## src/hdl/regset_pkg.sv

```systemverilog
// shared constants, types and carriers for the core register set
package regset_pkg;

  // register file shape
  localparam int XLEN = 32;
  localparam int NGPR = 16;
  localparam logic [3:0] IDX_GPR = 4'h0;
  localparam logic [3:0] STK_GPR = 4'hF;

  // status word layout: interrupt mask field and writable bits
  localparam int IMASK_LSB = 4;
  localparam int IMASK_W = 4;
  localparam logic [31:0] SW_WRITABLE = 32'h000003F3;
  localparam logic [31:0] SW_RESET = 32'h000000F0;

  // reset values of the control registers
  localparam logic [31:0] VBASE_RESET = 32'h00000000;
  localparam logic [31:0] REG_CLEAR = 32'h00000000;

  // vector table slots read at reset, relative to the vector base
  localparam logic [31:0] VEC_PC_OFS = 32'h00000000;
  localparam logic [31:0] VEC_SP_OFS = 32'h00000004;

  // stack step for one longword
  localparam logic [31:0] STACK_STEP = 32'h00000004;

  // chip-select area decode on the upper address bits
  localparam int AREA_SEL_LSB = 25;
  localparam int AREA_SEL_W = 3;
  localparam logic [2:0] AREA_TWO = 3'h2;

  // byte enable patterns, bit 3 is the lane of offset 0
  localparam logic [3:0] BE_ALL = 4'hF;
  localparam logic [3:0] BE_HI_HALF = 4'hC;
  localparam logic [3:0] BE_LO_HALF = 4'h3;
  localparam logic [3:0] BE_LANE0 = 4'h8;

  typedef enum logic [1:0] {sz_byte, sz_word, sz_long} acc_size_t;

  typedef enum logic [2:0] {spr_status, spr_gbase, spr_vbase, spr_mac_high, spr_mac_low,
    spr_link, spr_pc} spr_sel_t;

  typedef enum logic [1:0] {st_boot_pc, st_boot_sp, st_idle, st_bus} seq_state_t;

  typedef enum logic [1:0] {tgt_pc, tgt_sp, tgt_exe} bus_tgt_t;

  // general register write from the execution logic
  typedef struct packed {
    logic en;
    logic to_index;
    logic [3:0] idx;
    logic [31:0] data;
  } gpr_wr_t;

  // control or system register write
  typedef struct packed {
    logic en;
    spr_sel_t sel;
    logic [31:0] data;
  } spr_wr_t;

  // memory access request from the execution logic
  typedef struct packed {
    logic valid;
    logic write;
    logic stack_acc;
    acc_size_t size;
    logic [31:0] addr;
    logic [31:0] wdata;
    logic [3:0] dest;
  } mem_req_t;

endpackage

```

## src/hdl/mem_access.sv

```systemverilog
// operand formatting: alignment check, byte order and sign extension
`timescale 1ns/10ps
module mem_access
  import regset_pkg::*;
(
  input mem_req_t req,
  input wire logic [31:0] rdata_bus,
  output logic misalign,
  output logic area_two,
  output logic [31:0] wdata_lanes,
  output logic [3:0] byte_en,
  output logic [31:0] load_value
);

  // byte at address offset i sits in lane 3-i on the bus
  function automatic logic [7:0] get_byte(input logic [31:0] w, input logic [1:0] i);
    get_byte = w[(3 - i) * 8 +: 8];
  endfunction

  function automatic logic [31:0] swap32(input logic [31:0] w);
    swap32 = {w[7:0], w[15:8], w[23:16], w[31:24]};
  endfunction

  wire logic [1:0] ofs = req.addr[1:0];
  wire logic [1:0] ofs_pair = {ofs[1], 1'b1};
  wire logic is_word = (req.size == sz_word);
  wire logic is_long = (req.size == sz_long);
  wire logic [7:0] b_lo = get_byte(rdata_bus, ofs);
  wire logic [7:0] b_hi = get_byte(rdata_bus, ofs_pair);
  wire logic [7:0] wb0 = req.wdata[7:0];
  wire logic [7:0] wb1 = req.wdata[15:8];

  // bytes anywhere, words on 2n, longwords on 4n
  wire logic size_bad = (is_word && ofs[0]) || (is_long && (ofs != 2'b00));
  // the stack only ever holds aligned longwords
  wire logic stack_bad = req.stack_acc && (!is_long || (ofs != 2'b00));
  assign misalign = size_bad || stack_bad;

  // area two swaps the byte order, every other area stays big-endian
  assign area_two = (req.addr[AREA_SEL_LSB +: AREA_SEL_W] == AREA_TWO);

  // write lanes: narrow data is replicated so the byte enables pick it
  assign wdata_lanes = is_long ? (area_two ? swap32(req.wdata) : req.wdata) :
    is_word ? (area_two ? {wb0, wb1, wb0, wb1} : {wb1, wb0, wb1, wb0}) :
    {wb0, wb0, wb0, wb0};
  assign byte_en = is_long ? BE_ALL : is_word ? (ofs[1] ? BE_LO_HALF : BE_HI_HALF) :
    (BE_LANE0 >> ofs);

  // loads: pick the lanes, order them, then sign-extend to a longword
  wire logic [15:0] word_val = area_two ? {b_hi, b_lo} : {b_lo, b_hi};
  wire logic [31:0] long_val = area_two ? swap32(rdata_bus) : rdata_bus;
  assign load_value = is_long ? long_val :
    is_word ? {{16{word_val[15]}}, word_val} :
    {{24{b_lo[7]}}, b_lo};

endmodule

```

## src/hdl/cpu_regset.sv

```systemverilog
// core architectural register set with reset vector fetch and load path
`timescale 1ns/10ps
module cpu_regset
  import regset_pkg::*;
(
  input wire logic clk_sys,
  input wire logic nrst,
  input wire logic [3:0] rd_a_idx,
  input wire logic [3:0] rd_b_idx,
  output logic [31:0] rd_a_data,
  output logic [31:0] rd_b_data,
  output logic [31:0] index_data,
  output logic [31:0] stack_pointer,
  input gpr_wr_t gpr_wr,
  input spr_wr_t spr_wr,
  input spr_sel_t spr_rd_sel,
  output logic [31:0] spr_rd_data,
  input wire logic mac_wr_en,
  input wire logic [63:0] mac_result,
  input wire logic link_wr_en,
  input wire logic [31:0] link_addr,
  input wire logic pc_load,
  input wire logic [31:0] pc_next,
  input wire logic sp_push,
  input wire logic sp_pop,
  input wire logic [31:0] gbase_disp,
  input wire logic [7:0] vec_num,
  output logic [31:0] index_addr,
  output logic [31:0] gbase_index_addr,
  output logic [31:0] gbase_disp_addr,
  output logic [31:0] vector_addr,
  output logic [31:0] status_word,
  output logic [31:0] global_base,
  output logic [31:0] vector_base,
  output logic [31:0] mac_high,
  output logic [31:0] mac_low,
  output logic [31:0] return_link,
  output logic [31:0] program_counter,
  output logic [3:0] interrupt_mask,
  output logic core_ready,
  input mem_req_t exe_req,
  output logic exe_ready,
  output logic load_done,
  output logic [31:0] load_data,
  output logic addr_error,
  output logic bus_req,
  output logic bus_write,
  output logic [31:0] bus_addr,
  output logic [31:0] bus_wdata,
  output logic [3:0] bus_be,
  output logic bus_area_two,
  input wire logic bus_ack,
  input wire logic [31:0] bus_rdata
);

  // register storage
  logic [31:0] gpr_r [0:NGPR-1];
  logic [31:0] status_r, gbase_r, vbase_r, mac_high_r, mac_low_r, link_r, pc_r;

  // access sequencer
  seq_state_t state_r, state_nxt;
  bus_tgt_t tgt_r;
  mem_req_t cur_r;
  logic bus_req_r, bus_write_r, bus_area_r, load_done_r, addr_err_r;
  logic [31:0] bus_addr_r, bus_wdata_r, load_data_r;
  logic [3:0] bus_be_r;

  // formatter wires
  mem_req_t acc_req, boot_req;
  logic acc_misalign, acc_area_two;
  logic [31:0] acc_wdata, acc_load;
  logic [3:0] acc_be;

  // read ports and the effective addresses built from the dedicated registers
  assign rd_a_data = gpr_r[rd_a_idx];
  assign rd_b_data = gpr_r[rd_b_idx];
  assign index_data = gpr_r[IDX_GPR];
  assign stack_pointer = gpr_r[STK_GPR];
  assign index_addr = rd_a_data + index_data;
  assign gbase_index_addr = gbase_r + index_data;
  assign gbase_disp_addr = gbase_r + gbase_disp;
  assign vector_addr = vbase_r + {22'h0, vec_num, 2'h0};

  // register views toward execution and exception logic
  assign status_word = status_r;
  assign global_base = gbase_r;
  assign vector_base = vbase_r;
  assign mac_high = mac_high_r;
  assign mac_low = mac_low_r;
  assign return_link = link_r;
  assign program_counter = pc_r;
  assign interrupt_mask = status_r[IMASK_LSB +: IMASK_W];

  // control and system register read select
  assign spr_rd_data = (spr_rd_sel == spr_status) ? status_r :
    (spr_rd_sel == spr_gbase) ? gbase_r :
    (spr_rd_sel == spr_vbase) ? vbase_r :
    (spr_rd_sel == spr_mac_high) ? mac_high_r :
    (spr_rd_sel == spr_mac_low) ? mac_low_r :
    (spr_rd_sel == spr_link) ? link_r : pc_r;

  // decoded write strobes
  wire logic wr_status = spr_wr.en && (spr_wr.sel == spr_status);
  wire logic wr_gbase = spr_wr.en && (spr_wr.sel == spr_gbase);
  wire logic wr_vbase = spr_wr.en && (spr_wr.sel == spr_vbase);
  wire logic wr_mac_high = spr_wr.en && (spr_wr.sel == spr_mac_high);
  wire logic wr_mac_low = spr_wr.en && (spr_wr.sel == spr_mac_low);
  wire logic wr_link = spr_wr.en && (spr_wr.sel == spr_link);
  wire logic wr_pc = spr_wr.en && (spr_wr.sel == spr_pc);

  // boot fetches read the vector table through the normal bus path
  assign boot_req = '{valid: 1'b1, write: 1'b0, stack_acc: 1'b0, size: sz_long,
    addr: vbase_r + ((state_r == st_boot_sp) ? VEC_SP_OFS : VEC_PC_OFS),
    wdata: REG_CLEAR, dest: STK_GPR};

  // while a cycle runs the formatter sees the latched request
  assign acc_req = (state_r == st_bus) ? cur_r :
    (state_r == st_idle) ? exe_req : boot_req;

  mem_access u_fmt (
    .req(acc_req),
    .rdata_bus(bus_rdata),
    .misalign(acc_misalign),
    .area_two(acc_area_two),
    .wdata_lanes(acc_wdata),
    .byte_en(acc_be),
    .load_value(acc_load)
  );

  // handshake terms
  wire logic in_idle = (state_r == st_idle);
  wire logic in_boot = (state_r == st_boot_pc) || (state_r == st_boot_sp);
  wire logic take_exe = in_idle && exe_req.valid;
  wire logic launch_ok = (take_exe && !acc_misalign) || in_boot;
  wire logic reject = take_exe && acc_misalign;
  wire logic done = (state_r == st_bus) && bus_ack;
  wire logic load_wr = done && (tgt_r == tgt_exe) && !cur_r.write;
  wire logic boot_pc_wr = done && (tgt_r == tgt_pc);
  wire logic boot_sp_wr = done && (tgt_r == tgt_sp);
  assign exe_ready = in_idle;
  assign core_ready = in_idle || ((state_r == st_bus) && (tgt_r == tgt_exe));

  // stack pointer updates: vector value, push predecrement, pop increment
  wire logic sp_wr = boot_sp_wr || sp_push || sp_pop;
  wire logic [31:0] sp_nxt = boot_sp_wr ? acc_load :
    sp_push ? (stack_pointer - STACK_STEP) : (stack_pointer + STACK_STEP);
  wire logic [3:0] gpr_wr_idx = gpr_wr.to_index ? IDX_GPR : gpr_wr.idx;

  // sequencer: fetch pc, fetch sp, then serve execution requests
  always_comb
  begin
    state_nxt = state_r;
    case (state_r)
      st_boot_pc, st_boot_sp: state_nxt = st_bus;
      st_idle:
        if (take_exe && !acc_misalign)
          state_nxt = st_bus;
      st_bus:
      begin
        if (bus_ack)
        begin
          if (tgt_r == tgt_pc)
            state_nxt = st_boot_sp;
          else
            state_nxt = st_idle;
        end
      end
      default: state_nxt = st_idle;
    endcase
  end

  always_ff @(posedge clk_sys or negedge nrst)
  begin
    if (!nrst)
      state_r <= st_boot_pc;
    else
      state_r <= state_nxt;
  end

  // latch request and target when a cycle is launched
  always_ff @(posedge clk_sys or negedge nrst)
  begin
    if (!nrst)
    begin
      cur_r <= '0;
      tgt_r <= tgt_pc;
    end
    else if (launch_ok)
    begin
      cur_r <= acc_req;
      tgt_r <= (state_r == st_boot_pc) ? tgt_pc : (state_r == st_boot_sp) ? tgt_sp : tgt_exe;
    end
  end

  // bus outputs held from launch until the acknowledge edge
  always_ff @(posedge clk_sys or negedge nrst)
  begin
    if (!nrst)
    begin
      bus_req_r <= 1'b0;
      bus_write_r <= 1'b0;
      bus_addr_r <= REG_CLEAR;
      bus_wdata_r <= REG_CLEAR;
      bus_be_r <= 4'h0;
      bus_area_r <= 1'b0;
    end
    else if (launch_ok)
    begin
      bus_req_r <= 1'b1;
      bus_write_r <= acc_req.write;
      bus_addr_r <= acc_req.addr;
      bus_wdata_r <= acc_wdata;
      bus_be_r <= acc_be;
      bus_area_r <= acc_area_two;
    end
    else if (done)
      bus_req_r <= 1'b0;
  end

  // one-cycle completion and error pulses; error cycles never reach the bus
  always_ff @(posedge clk_sys or negedge nrst)
  begin
    if (!nrst)
    begin
      load_done_r <= 1'b0;
      load_data_r <= REG_CLEAR;
      addr_err_r <= 1'b0;
    end
    else
    begin
      load_done_r <= done && (tgt_r == tgt_exe);
      addr_err_r <= reject;
      if (load_wr)
        load_data_r <= acc_load;
    end
  end

  assign bus_req = bus_req_r;
  assign bus_write = bus_write_r;
  assign bus_addr = bus_addr_r;
  assign bus_wdata = bus_wdata_r;
  assign bus_be = bus_be_r;
  assign bus_area_two = bus_area_r;
  assign load_done = load_done_r;
  assign load_data = load_data_r;
  assign addr_error = addr_err_r;

  // general registers; later writes win, the stack pointer port last
  always_ff @(posedge clk_sys or negedge nrst)
  begin
    if (!nrst)
    begin
      for (int i = 0; i < NGPR; i++)
        gpr_r[i] <= REG_CLEAR;
    end
    else
    begin
      if (gpr_wr.en)
        gpr_r[gpr_wr_idx] <= gpr_wr.data;
      if (load_wr)
        gpr_r[cur_r.dest] <= acc_load;
      if (sp_wr)
        gpr_r[STK_GPR] <= sp_nxt;
    end
  end

  // control registers; undefined-at-reset bits are cleared anyway
  always_ff @(posedge clk_sys or negedge nrst)
  begin
    if (!nrst)
    begin
      status_r <= SW_RESET;
      gbase_r <= REG_CLEAR;
      vbase_r <= VBASE_RESET;
    end
    else
    begin
      if (wr_status)
        status_r <= spr_wr.data & SW_WRITABLE;
      if (wr_gbase)
        gbase_r <= spr_wr.data;
      if (wr_vbase)
        vbase_r <= spr_wr.data;
    end
  end

  // system registers; dedicated ports beat the generic write
  always_ff @(posedge clk_sys or negedge nrst)
  begin
    if (!nrst)
    begin
      mac_high_r <= REG_CLEAR;
      mac_low_r <= REG_CLEAR;
      link_r <= REG_CLEAR;
      pc_r <= REG_CLEAR;
    end
    else
    begin
      if (mac_wr_en)
      begin
        mac_high_r <= mac_result[63:32];
        mac_low_r <= mac_result[31:0];
      end
      else if (wr_mac_high)
        mac_high_r <= spr_wr.data;
      else if (wr_mac_low)
        mac_low_r <= spr_wr.data;
      if (link_wr_en)
        link_r <= link_addr;
      else if (wr_link)
        link_r <= spr_wr.data;
      if (boot_pc_wr)
        pc_r <= acc_load;
      else if (pc_load)
        pc_r <= pc_next;
      else if (wr_pc)
        pc_r <= spr_wr.data;
    end
  end

endmodule

```

## config.mk

```make
export PLATFORM = sky130hd
export DESIGN_NAME = cpu_regset
export DESIGN_NICKNAME = d
export VERILOG_FILES = /design/src/hdl/regset_pkg.sv /design/src/hdl/mem_access.sv /design/src/hdl/cpu_regset.sv
export SDC_FILE = /design/constraint.sdc
export NUM_CORES = 2
export LEC_CHECK = 0
export ABC_CLOCK_PERIOD_IN_PS = 22000
export BUFFER_PORTS_ARGS = -buffer_cell sky130_fd_sc_hd__buf_2
export CAP_MARGIN = 0
export CORE_AREA = 10 10 379 381
export CTS_BUF_LIST = sky130_fd_sc_hd__clkbuf_4 sky130_fd_sc_hd__clkbuf_8
export CTS_CLUSTER_DIAMETER = 50
export DETAILED_ROUTE_END_ITERATION = 10
export DIE_AREA = 0 0 389 391
export PLACE_DENSITY = 0.69
export SLEW_MARGIN = 20
export SYNTH_ARGS = -nofsm -noshare
export SYNTH_HDL_FRONTEND = slang
export SYNTH_SLANG_ARGS = --single-unit
```

## constraint.sdc

```tcl
create_clock -name clk_sys -period 22 [get_ports clk_sys]
set_input_delay 4.4 -clock clk_sys [delete_from_list [all_inputs] [get_ports clk_sys]]
set_output_delay 4.4 -clock clk_sys [all_outputs]
set_load 0.01 [all_outputs]
```

==> run_results.csv <==
group,metric,value,unit
synthesis,netlist_area,58500,um^2
timing,slew_viol_final,0,
synthesis,synthMuxAreaShare,25.1,%
die,ioPinCount,989,
timing,finClkSkew,0.0645,ns
worst_setup_path,worstPathMaxFanout,55,
clock_network,cts_root_buf,"clkbuf_8",
synthesis,synth_cell_type_count,86,
clock_network,h-tree-depth,4,
global_route,grt_pass1_wl,424,mm
timing,fmax,67.4,MHz
worst_setup_path,r2r_cells,11,
synthesis,synth_adder_area_share,3.01,%
final_layout,reg_top3,"gpr_r x448, cur_r x39",
power_and_ir_drop,power,0.00950,W
final_layout,mostFrequentLayoutCells,"955 x buf_2, 854 x dfrtp_1, 577 x nand2_1, 546 x a21oi_1, 443 x o21ai_0",
clock_network,cts_resized,0,
global_route,grtUsageTotal,39.1,%
final_layout,nets,7038,
synthesis,synth_top_family_by_area,"multiplexers",
die,die-height,391,um
placement,dp_cells,8166,
synthesis,synth_ff_type,"dfrtp_1",
synthesis,yosys_register_bits,860,
synthesis,yosys_warnings,0,
job,maxCapViolCount,0,
worst_setup_path,regToRegEndpoint,"gpr_r[377]",
global_route,first_global_vias,53600,
final_layout,postLayoutCoreUtil,49.8,%
die,start_util,42.9,%
timing,slew_headroom,19.3,%
synthesis,synthSimpleGateAreaFrac,11.1,%
drt,drtIter0Drc,7987,
drt,vias,56300,
clock_network,tritoncts,"yes",
die,core,136000,um^2
final_layout,largest_register_ff_count,448,
die,num_rows,136,
die,die_x,389,um
placement,globalplace.congestion,1.06,
placement,dp_hpwl,224,mm
drt,drc,0,
global_route,grt_antenna_before_repair,93,
final_layout,final_common_cell,"buf_2",
worst_setup_path,end_kind,"primary output",
power_and_ir_drop,powerDensity,140,nW/um^2
timing,fin_crit_sh,67.4,%
timing,grt_setup_unrepaired,"no",
clock_network,cts_buffers,162,
drt,drt-pass1-iter-count,7,
global_route,grt-ovfl-total,0,
worst_setup_path,rrSetupSlack,15.28,ns
clock_network,cts-hold-fix-buffers,0,
final_layout,top_register,"gpr_r",
timing,min_period,14.83,ns
power_and_ir_drop,clock_power_share,18.6,%
worst_setup_path,r2r_start,"vector_base[13]",
power_and_ir_drop,p_leak,30.8,nW
power_and_ir_drop,ir_drop,0.0688,mV
synthesis,postSynth.asyncResetShare,100,%
placement,io_buffers,964,
synthesis,synth_seq_area_share,36.8,%
synthesis,synth-edff-count,0,
die,die_area,152000,um^2
clock_network,cts_sinks,860,
drt,antenna_left,0,
final_layout,area_growth,16.1,%
clock_network,clkTransAtPathRegs,0.06,ns
drt,avgRoutedWirePerCell,36.3,um
clock_network,clkLatencyLatePin,0.95,ns
timing,hold_viol_final,0,
final_layout,drive_gt1_share,32.3,%
worst_setup_path,crit_path_start,"rd_a_idx[0]",
worst_setup_path,crit_arrival,10.43,ns
timing,fin_tns_setup,0,ns
synthesis,syn_area_per_cell,9.98,um^2
drt,vias_per_cell,6.62,
timing,setup_violations,0,
worst_setup_path,cp-endpoint,"index_addr[31]",
worst_setup_path,critPathLaunchType,"input port",
timing,worst_pin_slew,1.20,ns
clock_network,postCtsSetupBuffers,0,
status,status,"finished clean",
worst_setup_path,required,17.60,ns
final_layout,stdcell_count,8510,
power_and_ir_drop,p_int,0.00511,W
drt,drt-total-wl,309,mm
clock_network,clock_path_buffers,3,
synthesis,synth-compound-area-share,16.3,%
synthesis,synth_xor_area_share,2.23,%
min_path,hold_class,"register to register",
global_route,grt_max_degree,160,
synthesis,synth_cells,5859,
power_and_ir_drop,seq_power_share,30.0,%
power_and_ir_drop,pwr-share-comb,51.4,%
power_and_ir_drop,swShare,46.2,%
worst_setup_path,worstSetupPathType,"input port to primary output",
power_and_ir_drop,switchingPower,0.00439,W
## metal layers
metal / vias to the layer above / GRT usage (%) / wire (um)
met5: - / 1.22 / 915
met4: 72 / 26.4 / 23900
met3: 1077 / 18.9 / 44800
met2: 4342 / 57.4 / 133000
met1: 27900 / 44.9 / 107000
li1: 22900 / - / -
## cell type report
class | instances | area, um^2
antenna | 62 | 155
clock buffer | 235 | 2980
clock inverter | 47 | 561
fill | 12700 | 68400
inverter | 64 | 240
multi-input combinational | 4330 | 34200
sequential | 860 | 21500
tap | 1794 | 2240
timing repair buffer | 1118 | 6070
## worst max-delay path, stage by stage
cell and delay, ns:
clkbuf_8 0.49, buf_4 0.81, mux4_2 0.61, mux4_2 0.53, ha_1 0.38, a211oi_1 0.12, o41a_1 0.51, a211oi_1 1.03
a2111oi_0 0.37, o31ai_1 0.31, buf_4 0.21, nor4_1 0.06, nor3_1 0.18, buf_2 0.17
## stage by stage
stage / hold WS (ns) / setup slack, ns / cell area [um^2]
floorplan: 0.438 / 8.19 / 58600
global placement: 0.450 / 7.35 / 64200
detailed placement: 0.456 / 7.31 / 64200
CTS: 0.469 / 7.29 / 67800
global route: 0.492 / 6.95 / 67900
finish: 0.471 / 7.17 / 67900
## cell families after synthesis
family	count (synthesis)
flops	860
mux	1001
buf+inv	692
fa+ha+maj	138
other cells	1
simple gates	1443
compound gates	1575
xor+xnor	149
## power by group through the flow
stage	Combinational, W	Sequential [W]	Clock (W)
floorplan	0.00298	0.00259	0
global placement	0.00470	0.00280	0
detailed placement	0.00478	0.00282	0
CTS	0.00480	0.00280	0.00178
global route	0.00518	0.00289	0.00184
finish	0.00489	0.00285	0.00177
## synthesized netlist by cell type, types with 6 or more instances
master	count	area share, %
o211ai_1	41	0.53
buf_6	8	0.15
nand4_1	18	0.19
nor3b_1	19	0.24
dfrtp_1	856	37
nand3_1	55	0.47
a211oi_1	202	2.6
xor2_1	55	0.82
nor3_1	46	0.39
buf_4	131	1.7
a21oi_2	44	0.66
nor2b_1	139	1.5
buf_1	54	0.35
or4_1	7	0.090
and2_1	12	0.13
o21ai_1	18	0.15
o31ai_1	10	0.13
mux4_2	343	13
xnor2_1	94	1.4
and3_1	85	0.91
nand2b_1	17	0.18
nor2_1	418	2.7
o31a_1	7	0.10
or2_2	7	0.075
or3_1	15	0.16
clkbuf_1	408	2.6
a2111oi_0	6	0.090
mux2i_1	373	6.4
nand2_1	577	3.7
a21o_1	52	0.67
a31oi_1	26	0.28
o221ai_1	11	0.16
a21oi_1	547	4.7
o21a_1	25	0.32
inv_1	63	0.40
mux2_2	285	5.5
o21ai_0	443	3.8
o22ai_1	11	0.12
o32ai_1	8	0.12
ha_1	131	2.8
buf_2	27	0.23
o21bai_1	22	0.28
a221oi_1	32	0.48
o22a_1	16	0.24
## worst min path at each step
stage,from,endpoint,slack (ns),cells after the start
6_report,cur_r[4],cur_r[4],0.47,2
5_1_grt,cur_r[11],cur_r[11],0.49,2
4_1_cts,cur_r[4],cur_r[4],0.47,2
3_5_place_dp,cur_r[4],cur_r[4],0.46,2
3_3_place_gp,cur_r[7],cur_r[7],0.45,2
2_1_floorplan,cur_r[10],cur_r[10],0.44,2
No activity file was read; power rests on OpenSTA's default activity.
